[src/pbs_pkg.sv]
// Package with offsets, field layouts, reset values and types of the power budget bank
package pbs_pkg;

  // Bus geometry
  localparam int ADR_W = 12;
  localparam int DAT_W = 32;
  localparam int SEL_W = 4;
  localparam int NUM_VALUES = 8;
  localparam int IDX_W = 3;

  // Register byte offsets
  localparam logic [ADR_W-1:0] OFF_DATA_SELECT = 12'h284;
  localparam logic [ADR_W-1:0] OFF_DATA_PORT = 12'h288;
  localparam logic [ADR_W-1:0] OFF_CAPABILITY = 12'h28C;
  localparam logic [ADR_W-1:0] OFF_VALUE_BASE = 12'h300;
  localparam logic [ADR_W-1:0] OFF_VALUE_LAST = 12'h31C;
  localparam logic [ADR_W-1:0] OFF_SWITCH_STATUS = 12'h400;
  localparam logic [ADR_W-1:0] OFF_SYSTEM_CONTROL = 12'h408;

  // Field positions
  localparam int FLAG_BIT = 0;
  localparam int UNLOCK_BIT = 0;
  localparam int SELECT_W = 8;
  localparam int STATUS_MODE_LSB = 0;
  localparam int STATUS_RSVD_BIT = 4;
  localparam int STATUS_CCLK_BIT = 5;
  localparam int MODE_W = 4;

  // Values after reset, highest valid select and full byte enable
  localparam logic RST_FLAG = 1'b0;
  localparam logic RST_UNLOCK = 1'b0;
  localparam logic [SELECT_W-1:0] RST_SELECT = 8'h00;
  localparam logic [DAT_W-1:0] RST_WORD = 32'h0000_0000;
  localparam logic [SELECT_W-1:0] SELECT_MAX = 8'h07;
  localparam logic [SEL_W-1:0] SEL_ALL = 4'hF;

  // Switch mode codes
  localparam logic [MODE_W-1:0] MODE_NORMAL = 4'h0;
  localparam logic [MODE_W-1:0] MODE_NORMAL_EE = 4'h1;
  localparam logic [MODE_W-1:0] MODE_FAIL_P0 = 4'h8;
  localparam logic [MODE_W-1:0] MODE_FAIL_P2 = 4'h9;
  localparam logic [MODE_W-1:0] MODE_FAIL_EE_P0 = 4'hA;
  localparam logic [MODE_W-1:0] MODE_FAIL_EE_P2 = 4'hB;

  // Strap values latched at the end of fundamental reset
  typedef struct packed {
    logic cclk_ds;
    logic [MODE_W-1:0] op_mode;
  } pbs_strap_t;

  localparam pbs_strap_t RST_STRAP = '0;

  // Decoded operating mode
  typedef struct packed {
    logic reserved;
    logic eeprom_init;
    logic failover;
    logic upstream_port2;
  } pbs_mode_t;

  localparam pbs_mode_t RST_MODE = '0;

  // Classifies a switch mode code
  function automatic pbs_mode_t pbs_decode_mode(input logic [MODE_W-1:0] code);
    pbs_mode_t m;
    m = '0;
    case (code)
      MODE_NORMAL: m = '0;
      MODE_NORMAL_EE: m.eeprom_init = 1'b1;
      MODE_FAIL_P0: m.failover = 1'b1;
      MODE_FAIL_P2:
      begin
        m.failover = 1'b1;
        m.upstream_port2 = 1'b1;
      end
      MODE_FAIL_EE_P0:
      begin
        m.failover = 1'b1;
        m.eeprom_init = 1'b1;
      end
      MODE_FAIL_EE_P2:
      begin
        m.failover = 1'b1;
        m.eeprom_init = 1'b1;
        m.upstream_port2 = 1'b1;
      end
      default: m.reserved = 1'b1;
    endcase
    return m;
  endfunction

  // Merges write data into a word under byte enables
  function automatic logic [DAT_W-1:0] pbs_merge(input logic [DAT_W-1:0] old_w,
                                                 input logic [DAT_W-1:0] new_w,
                                                 input logic [SEL_W-1:0] sel);
    logic [DAT_W-1:0] r;
    r = old_w;
    for (int b = 0; b < SEL_W; b++)
    begin
      if (sel[b])
      begin
        r[b*8 +: 8] = new_w[b*8 +: 8];
      end
    end
    return r;
  endfunction

endpackage

[src/pbs_sync.sv]
// Two flip-flop synchroniser for pin inputs
`timescale 1ns/1ps
module pbs_sync
  import pbs_pkg::*;
#(
  parameter int WIDTH = 1,
  parameter logic [WIDTH-1:0] RST_VAL = '0
)
(
  input wire logic clk_i,
  input wire logic rst_i,
  input wire logic ce_i,
  input wire logic [WIDTH-1:0] async_i,
  output logic [WIDTH-1:0] sync_o
);

  logic [WIDTH-1:0] meta_r;
  logic [WIDTH-1:0] sync_r;

  // First stage feeds only the second stage
  always_ff @(posedge clk_i)
  begin
    if (rst_i)
    begin
      meta_r <= RST_VAL;
      sync_r <= RST_VAL;
    end
    else if (ce_i)
    begin
      meta_r <= async_i;
      sync_r <= meta_r;
    end
  end

  assign sync_o = sync_r;

endmodule

[src/pbs_strap_latch.sv]
// Strap capture held from the end of fundamental reset onward
`timescale 1ns/1ps
module pbs_strap_latch
  import pbs_pkg::*;
(
  input wire logic clk_i,
  input wire logic rst_i,
  input wire logic ce_i,
  input wire logic fund_rst_act_i,
  input wire pbs_strap_t strap_i,
  output pbs_strap_t strap_o
);

  pbs_strap_t strap_r;
  pbs_strap_t strap_nxt;

  // Track straps during fundamental reset, freeze at its release
  assign strap_nxt = fund_rst_act_i ? strap_i : strap_r;

  always_ff @(posedge clk_i)
  begin
    if (rst_i)
    begin
      strap_r <= RST_STRAP;
    end
    else if (ce_i)
    begin
      strap_r <= strap_nxt;
    end
  end

  assign strap_o = strap_r;

endmodule

[src/pbs_regs.sv]
// Power budget and switch status register bank with a Wishbone slave port
// Functional notes
// - System allocated flag, bit 0, resets zero
// - Eight sticky 32-bit budget values, no reset
// - Unlock set: budget values readable and writable
// - Unlock clear: budget value writes discarded
// - Status bits 3:0 show latched mode pins
// - Modes 0,1 normal; 2..7 reserved
// - Modes 8..B failover; C..F reserved
// - Bit 5 common clock strap; bit 4 zero
// - Data port returns selected value, else zero
//
// Register access over Wishbone is this design's own decision.
`timescale 1ns/1ps
module pbs_regs
  import pbs_pkg::*;
(
  input wire logic clk_i,
  input wire logic rst_i,
  input wire logic ce_i,
  input wire logic wb_cyc_i,
  input wire logic wb_stb_i,
  input wire logic wb_we_i,
  input wire logic [ADR_W-1:0] wb_adr_i,
  input wire logic [SEL_W-1:0] wb_sel_i,
  input wire logic [DAT_W-1:0] wb_dat_i,
  output logic [DAT_W-1:0] wb_dat_o,
  output logic wb_ack_o,
  input wire logic fundamental_reset_n_i,
  input wire logic [MODE_W-1:0] switch_op_mode_i,
  input wire logic common_clock_downstream_i,
  output pbs_mode_t switch_mode_o,
  output logic system_allocated_o,
  output logic budget_value_unlock_o
);

  logic fund_rst_n_s;
  logic fund_rst_act;
  pbs_strap_t strap_raw;
  pbs_strap_t strap_s;
  pbs_strap_t status_q;
  logic ack_r;
  logic [DAT_W-1:0] rdat_r;
  logic [DAT_W-1:0] rdat_nxt;
  logic alloc_r;
  logic unlock_r;
  logic [SELECT_W-1:0] dsel_r;
  logic [DAT_W-1:0] value_mem [NUM_VALUES];
  pbs_mode_t mode_r;

  // Fundamental reset pin, synchronised
  pbs_sync #(.WIDTH(1), .RST_VAL(1'b0)) u_rst_sync (
    .clk_i(clk_i),
    .rst_i(rst_i),
    .ce_i(ce_i),
    .async_i(fundamental_reset_n_i),
    .sync_o(fund_rst_n_s)
  );

  // Strap pins, synchronised
  assign strap_raw = {common_clock_downstream_i, switch_op_mode_i};

  pbs_sync #(.WIDTH($bits(pbs_strap_t)), .RST_VAL(RST_STRAP)) u_strap_sync (
    .clk_i(clk_i),
    .rst_i(rst_i),
    .ce_i(ce_i),
    .async_i(strap_raw),
    .sync_o(strap_s)
  );

  assign fund_rst_act = ~fund_rst_n_s;

  pbs_strap_latch u_strap (
    .clk_i(clk_i),
    .rst_i(rst_i),
    .ce_i(ce_i),
    .fund_rst_act_i(fund_rst_act),
    .strap_i(strap_s),
    .strap_o(status_q)
  );

  // Bus decode
  wire req = wb_cyc_i & wb_stb_i;
  wire req_new = req & ~ack_r;
  wire wr_fire = req & ack_r & wb_we_i;
  wire hit_dsel = (wb_adr_i[ADR_W-1:2] == OFF_DATA_SELECT[ADR_W-1:2]);
  wire hit_dport = (wb_adr_i[ADR_W-1:2] == OFF_DATA_PORT[ADR_W-1:2]);
  wire hit_cap = (wb_adr_i[ADR_W-1:2] == OFF_CAPABILITY[ADR_W-1:2]);
  wire hit_val = (wb_adr_i[ADR_W-1:2] >= OFF_VALUE_BASE[ADR_W-1:2]) &&
                 (wb_adr_i[ADR_W-1:2] <= OFF_VALUE_LAST[ADR_W-1:2]);
  wire hit_stat = (wb_adr_i[ADR_W-1:2] == OFF_SWITCH_STATUS[ADR_W-1:2]);
  wire hit_ctl = (wb_adr_i[ADR_W-1:2] == OFF_SYSTEM_CONTROL[ADR_W-1:2]);
  wire [IDX_W-1:0] val_idx = wb_adr_i[IDX_W+1:2];
  wire [IDX_W-1:0] dsel_idx = dsel_r[IDX_W-1:0];
  wire dsel_ok = (dsel_r <= SELECT_MAX);

  // Read views of each register
  wire [DAT_W-1:0] cap_word = {{(DAT_W-1){1'b0}}, alloc_r};
  wire [DAT_W-1:0] ctl_word = {{(DAT_W-1){1'b0}}, unlock_r};
  wire [DAT_W-1:0] dsel_word = {{(DAT_W-SELECT_W){1'b0}}, dsel_r};
  wire [DAT_W-1:0] dport_word = dsel_ok ? value_mem[dsel_idx] : RST_WORD;
  wire [DAT_W-1:0] stat_word = {{(DAT_W-6){1'b0}}, status_q.cclk_ds, 1'b0,
                                status_q.op_mode};

  // Read data mux; unmapped reads return zero
  always_comb
  begin
    rdat_nxt = RST_WORD;
    if (hit_dsel)
    begin
      rdat_nxt = dsel_word;
    end
    else if (hit_dport)
    begin
      rdat_nxt = dport_word;
    end
    else if (hit_cap)
    begin
      rdat_nxt = cap_word;
    end
    else if (hit_val)
    begin
      rdat_nxt = value_mem[val_idx];
    end
    else if (hit_stat)
    begin
      rdat_nxt = stat_word;
    end
    else if (hit_ctl)
    begin
      rdat_nxt = ctl_word;
    end
  end

  // Write enables; status register has none
  wire we_dsel = wr_fire & hit_dsel;
  wire we_cap = wr_fire & hit_cap & unlock_r;
  wire we_val = wr_fire & hit_val & unlock_r;
  wire we_ctl = wr_fire & hit_ctl;
  wire [DAT_W-1:0] cap_new = pbs_merge(cap_word, wb_dat_i, wb_sel_i);
  wire [DAT_W-1:0] ctl_new = pbs_merge(ctl_word, wb_dat_i, wb_sel_i);
  wire [DAT_W-1:0] dsel_new = pbs_merge(dsel_word, wb_dat_i, wb_sel_i);
  wire [DAT_W-1:0] val_new = pbs_merge(value_mem[val_idx], wb_dat_i, wb_sel_i);

  // Acknowledge one cycle after the request, read data alongside
  always_ff @(posedge clk_i)
  begin
    if (rst_i)
    begin
      ack_r <= 1'b0;
      rdat_r <= RST_WORD;
    end
    else if (ce_i)
    begin
      ack_r <= req_new;
      rdat_r <= req_new ? rdat_nxt : RST_WORD;
    end
  end

  // Control registers, cleared by either reset
  always_ff @(posedge clk_i)
  begin
    if (rst_i || (ce_i && fund_rst_act))
    begin
      alloc_r <= RST_FLAG;
      unlock_r <= RST_UNLOCK;
      dsel_r <= RST_SELECT;
    end
    else if (ce_i)
    begin
      if (we_cap)
      begin
        alloc_r <= cap_new[FLAG_BIT];
      end
      if (we_ctl)
      begin
        unlock_r <= ctl_new[UNLOCK_BIT];
      end
      if (we_dsel)
      begin
        dsel_r <= dsel_new[SELECT_W-1:0];
      end
    end
  end

  // Budget values keep their contents across every reset
  always_ff @(posedge clk_i)
  begin
    if (ce_i && !rst_i && we_val)
    begin
      value_mem[val_idx] <= val_new;
    end
  end

  // Registered mode decode of the latched straps
  always_ff @(posedge clk_i)
  begin
    if (rst_i)
    begin
      mode_r <= RST_MODE;
    end
    else if (ce_i)
    begin
      mode_r <= pbs_decode_mode(status_q.op_mode);
    end
  end

  assign wb_ack_o = ack_r;
  assign wb_dat_o = rdat_r;
  assign switch_mode_o = mode_r;
  assign system_allocated_o = alloc_r;
  assign budget_value_unlock_o = unlock_r;

  // Checks
  property p_flag_reset;
    @(posedge clk_i) rst_i |=> !alloc_r;
  endproperty
  a_flag_reset: assert property (p_flag_reset) else $error("flag not cleared by reset");

  property p_sticky;
    @(posedge clk_i) disable iff (!ce_i)
      rst_i |=> (value_mem[0] === $past(value_mem[0]));
  endproperty
  a_sticky: assert property (p_sticky) else $error("budget value lost on reset");

  property p_write_unlocked;
    @(posedge clk_i) disable iff (rst_i || !ce_i)
      (wr_fire && hit_val && unlock_r && wb_sel_i == SEL_ALL)
      |=> (value_mem[$past(val_idx)] == $past(wb_dat_i));
  endproperty
  a_write_unlocked: assert property (p_write_unlocked) else $error("unlocked write lost");

  property p_write_locked;
    @(posedge clk_i) disable iff (rst_i || !ce_i)
      (wr_fire && hit_val && !unlock_r)
      |=> (value_mem[$past(val_idx)] == $past(value_mem[val_idx]));
  endproperty
  a_write_locked: assert property (p_write_locked) else $error("locked write took effect");

  property p_status_read;
    @(posedge clk_i) disable iff (rst_i || !ce_i)
      (req_new && !wb_we_i && hit_stat)
      |=> (wb_ack_o && wb_dat_o[STATUS_RSVD_BIT] == 1'b0 &&
           wb_dat_o[STATUS_CCLK_BIT] == $past(status_q.cclk_ds) &&
           wb_dat_o[3:0] == $past(status_q.op_mode));
  endproperty
  a_status_read: assert property (p_status_read) else $error("status read wrong");

  property p_mode_reserved;
    @(posedge clk_i) disable iff (rst_i || !ce_i)
      ##1 (mode_r.reserved == (($past(status_q.op_mode) inside {[4'h2:4'h7]}) ||
                               ($past(status_q.op_mode) >= 4'hC)));
  endproperty
  a_mode_reserved: assert property (p_mode_reserved) else $error("reserved decode");

  property p_mode_failover;
    @(posedge clk_i) disable iff (rst_i || !ce_i)
      ##1 (mode_r.failover == ($past(status_q.op_mode) inside {[4'h8:4'hB]}));
  endproperty
  a_mode_failover: assert property (p_mode_failover) else $error("failover decode");

  property p_dport_zero;
    @(posedge clk_i) disable iff (rst_i || !ce_i)
      (req_new && !wb_we_i && hit_dport && !dsel_ok) |=> (wb_dat_o == RST_WORD);
  endproperty
  a_dport_zero: assert property (p_dport_zero) else $error("data port not zero");

  property p_status_frozen;
    @(posedge clk_i) disable iff (rst_i || !ce_i)
      (!fund_rst_act && $past(!fund_rst_act)) |-> $stable(status_q);
  endproperty
  a_status_frozen: assert property (p_status_frozen) else $error("status moved");

  property p_ack_pulse;
    @(posedge clk_i) disable iff (rst_i || !ce_i)
      wb_ack_o |=> !wb_ack_o;
  endproperty
  a_ack_pulse: assert property (p_ack_pulse) else $error("ack longer than a cycle");

  property p_ack_follows;
    @(posedge clk_i) disable iff (rst_i || !ce_i)
      req_new |=> wb_ack_o;
  endproperty
  a_ack_follows: assert property (p_ack_follows) else $error("request not acknowledged");

  property p_value_read;
    @(posedge clk_i) disable iff (rst_i || !ce_i)
      (req_new && !wb_we_i && hit_val) |=> (wb_dat_o == $past(value_mem[val_idx]));
  endproperty
  a_value_read: assert property (p_value_read) else $error("budget value read wrong");

  property p_dport_value;
    @(posedge clk_i) disable iff (rst_i || !ce_i)
      (req_new && !wb_we_i && hit_dport && dsel_ok)
      |=> (wb_dat_o == $past(value_mem[dsel_idx]));
  endproperty
  a_dport_value: assert property (p_dport_value) else $error("data port value wrong");

  property p_cap_locked;
    @(posedge clk_i) disable iff (rst_i || !ce_i)
      (wr_fire && hit_cap && !unlock_r && !fund_rst_act) |=> $stable(alloc_r);
  endproperty
  a_cap_locked: assert property (p_cap_locked) else $error("flag written while locked");

  c_unlocked_write: cover property (@(posedge clk_i) we_val);
  c_locked_write: cover property (@(posedge clk_i) wr_fire && hit_val && !unlock_r);
  c_dport_read: cover property (@(posedge clk_i) req_new && hit_dport && dsel_ok);
  c_strap_release: cover property (@(posedge clk_i) $rose(fund_rst_n_s));
  c_reserved_mode: cover property (@(posedge clk_i) mode_r.reserved);

endmodule

[config.mk]
export PLATFORM = sky130hd
export DESIGN_NAME = pbs_regs
export DESIGN_NICKNAME = d
export VERILOG_FILES = /design/src/pbs_pkg.sv /design/src/pbs_sync.sv /design/src/pbs_strap_latch.sv /design/src/pbs_regs.sv
export SDC_FILE = /design/constraint.sdc
export NUM_CORES = 1
export LEC_CHECK = 0
export BUFFER_PORTS_ARGS = -buffer_cell sky130_fd_sc_hd__clkbuf_2
export CORE_MARGIN = 1.5
export CORE_UTILIZATION = 25
export DETAILED_ROUTE_END_ITERATION = 10
export GPL_ROUTABILITY_DRIVEN = 0
export PLACE_DENSITY = 0.49
export SLEW_MARGIN = 10
export SYNTH_ARGS = -nofsm -noshare
export SYNTH_HDL_FRONTEND = slang
export SYNTH_SLANG_ARGS = --single-unit
[constraint.sdc]
create_clock -name clk_i -period 5.7 [get_ports clk_i]
set_input_delay 0.855 -clock clk_i [delete_from_list [all_inputs] [get_ports clk_i]]
set_output_delay 0.855 -clock clk_i [all_outputs]
set_load 0.005 [all_outputs]
==> results.cfg <==
[worst_setup_path]
cp_slowest_cell = nor2_4
critPathMaxStageDelay_ns = 0.82
critPathCaptureType = flop
criticalPathCategory = primary input to flop
cp_num_buf_inv = 2
cpLargestDelayFamily = simple AND/OR/NAND/NOR gates
crit_path_start_kind = primary input
cp.required_ns = 5.91
path_cells = clkbuf_2 > nor3_2 > nand3_1 > nor3_1 > nand3_1 > nor2_4 > buf_4
cpMostUsedCell = nand3_1
critical_path_arrival_ns = 3.65
cp.depth = 7
reg2reg_slack_ns = 3.02
ff2ff_path_depth = 5
crit_path_max_fanout = 19

[final_layout]
diodes = 0
n_fill_cell = 5768
fin_nets = 1074
multi_input_area_mm2 = 0.005568
seqCellArea_mm2 = 0.009035
drive_above_1_share_pct = 35.00
area_delta_synth_final_pct = 16.73

[synthesis]
ys_types = 51
yosys-mux-area-fraction_pct = 25.50
avgSynthCellArea_um2 = 16.12
synth_seq_cells = 323
syn_nets = 984
ys.flop_type = edfxtp_1
synth_fa_ha_area_share_pct = 0
synth-async-reset-ratio_pct = 0
seq_area_frac_synth_pct = 60.62
synth_edf_count = 256
yosysWarnings = 0
synth_compound_area_share_pct = 4.503
synthSimpleGateAreaFrac_pct = 6.922
synthXorXnorAreaFrac_pct = 0
synth_top_family_by_area = multiplexers
netlist_instances = 924
synth_area_mm2 = 0.01489

[sta]
rsz0062_at_grt = false
fin_crit_ns = 3.446
tns_ns = 0
fin_skew_ns = 0.01662
slew_headroom_pct = 31.61
fin_crit_sh_pct = 60.46
worst_pin_slew_ns = 1.026
hold_viol = 0
setup_viol = 0
drv_slew = 0
fmax_mhz = 290.2

[routing]
avgViaCountPerCell = 4.900
drt_pre_antenna_iters = 5
drc_errors = 0
wl_um = 43260
num_vias = 8884
drtIter0Drc = 707
avgRoutedWirePerCell_um = 23.86
ant_nets = 0

[clocking]
cts_made_buffers = 35
cts_max_level = 2
root_buffer = clkbuf_16
clockBufferDepth = 3
ctsResizeCount = 0
post_cts_buffers = 0
cts_sinks = 323
cts_tree = done
clk_latency_ns = 0.52
ctsHoldBuffers = 0
clk_pin_slew_ns = 0.06

[place]
io_buffers = 96
place_hpwl_um = 26130

[pwr]
power_density_mw_per_mm2 = 292.2
total_power_mw = 5.081
leakagePower_nw = 5.582
peakVddDrop_uv = 204.6

[grt]
grt_pass1_wl_um = 62950
grt_overflow = 0
grtUsageTotal_pct = 14.24
grt_start_max_net_pins = 59
antenna_found_initial = 1
grt_pass1_vias = 9451

[outcome]
status = finished clean

[job]
drv_cap = 0

[floorplan]
die_x_um = 247.1
dieArea_mm2 = 0.06105
rows = 89
die_h_um = 247.1
coreArea_mm2 = 0.05891
io_pins = 99
initial_utilization_pct = 25.28

[min_path]
min_path_cells = 2
min_path_type = flop to flop
==> Yosys cell counts (10+ instances only) <==
cell type / n / area, um^2
nand2b_1: 10 / 62.56
dfxtp_1: 67 / 1341
edfxtp_1: 256 / 7687
nor2_1: 42 / 157.7
nand4_1: 21 / 131.4
mux4_2: 119 / 2680
o211ai_2: 10 / 125.1
mux2i_1: 60 / 600.6
clkbuf_1: 18 / 67.56
a21oi_1: 18 / 90.09
mux2_2: 40 / 450.4
nand2_1: 111 / 416.7
nor3_1: 12 / 60.06
buf_2: 25 / 125.1
==> cell families (layout without fill, tap and decap cells) <==
group	Yosys count	count (layout)
DFF	323	323
muxes	225	225
and+or+nand+nor	221	221
AOI/OAI and AO/OA	85	85
buffers and inverters	70	186
==> cells in the final DEF (no fill, tap or decap), types with 4 or more instances in the layout <==
cell | synthesis | layout
clkbuf_8 | 0 | 5
nand3_1 | 7 | 7
nor2_1 | 42 | 33
o211ai_1 | 8 | 8
nor3_1 | 12 | 10
clkbuf_1 | 18 | 9
dfxtp_1 | 67 | 64
nor2b_1 | 5 | 5
o211ai_2 | 10 | 10
nand4_1 | 21 | 21
mux4_2 | 119 | 119
clkbuf_2 | 0 | 94
mux2_1 | 6 | 6
buf_4 | 9 | 25
nor2_4 | 0 | 7
a21oi_1 | 18 | 18
o21ai_1 | 9 | 9
nand2_1 | 111 | 111
nand2b_1 | 10 | 10
a222oi_1 | 6 | 6
o221ai_1 | 6 | 6
a221oi_1 | 9 | 9
clkbuf_16 | 0 | 37
mux2_2 | 40 | 40
edfxtp_1 | 256 | 256
mux2i_1 | 60 | 60
clkinv_2 | 0 | 4
==> per-layer routing <==
metal	vias to the layer above	wire (um)	global-route usage [%]
li1	3904	-	-
met1	4702	17080	16.75
met2	221	23250	26.33
met3	55	2078	2.464
met4	2	847	3.999
met5	-	8	0
==> worst reg2reg max path: cells and delay by family (launching register included) <==
kind,cells,cell delay [ns]
AOI/OAI and AO/OA,2,0.22
buffers and inverters,1,0.54
DFF,1,0.94
muxes,2,0.84
==> registers in the layout (all words and copies together) (netlist names), named ones only <==
signal,count
u_rst_sync.sync_o,1
u_strap_sync.meta_r,5
dsel_r,8
u_strap.strap_o,5
value_mem,256
u_strap_sync.sync_o,5
wb_ack_o,1
switch_mode_o,4
system_allocated_o,1
budget_value_unlock_o,1
u_rst_sync.meta_r,1
wb_dat_o,32
==> report_power, final <==
part,switching (mW),total (mW),internal (mW)
clock network,0.907,2.25,1.34
logic,0.166,0.259,0.0935
registers,0.00357,2.57,2.57
total,1.08,5.08,4.00
==> cell type report <==
class                           instances  share of cell area, %
Tap cell                              773                  5.563
Clock buffer                           51                  5.916
Clock inverter                         12                 0.6549
Timing Repair Buffer                  119                  3.786
Inverter                                4                0.08636
Multi-Input combinational cell        531                  32.03
Sequential cell                       323                  51.97
==> path summary, 6_finish.rpt <==
kind / end / start
max: value_mem[4][31] / wb_adr_i[11]
min: u_strap.strap_o[4] / u_strap_sync.sync_o[4]
max reg2reg: wb_dat_o[6] / flop
min reg2reg: u_strap.strap_o[4] / u_strap_sync.sync_o[4]
==> metrics by stage <==
step | cell area [um^2] | setup slack, ns | cells | utilization [%] | hold WS, ns
after detailed placement | 16240 | 1.692 | 1750 | 27.57 | 0.4545
final | 17390 | 2.254 | 1813 | 29.51 | 0.4582
after global placement | 16240 | 1.657 | 1750 | 27.57 | 0.4497
after CTS | 17390 | 2.225 | 1813 | 29.51 | 0.4633
after global routing | 17390 | 2.005 | 1813 | 29.51 | 0.4908
after floorplan | 14890 | 1.365 | 924 | - | 0.4312
Power figures use the tool's default switching activity.
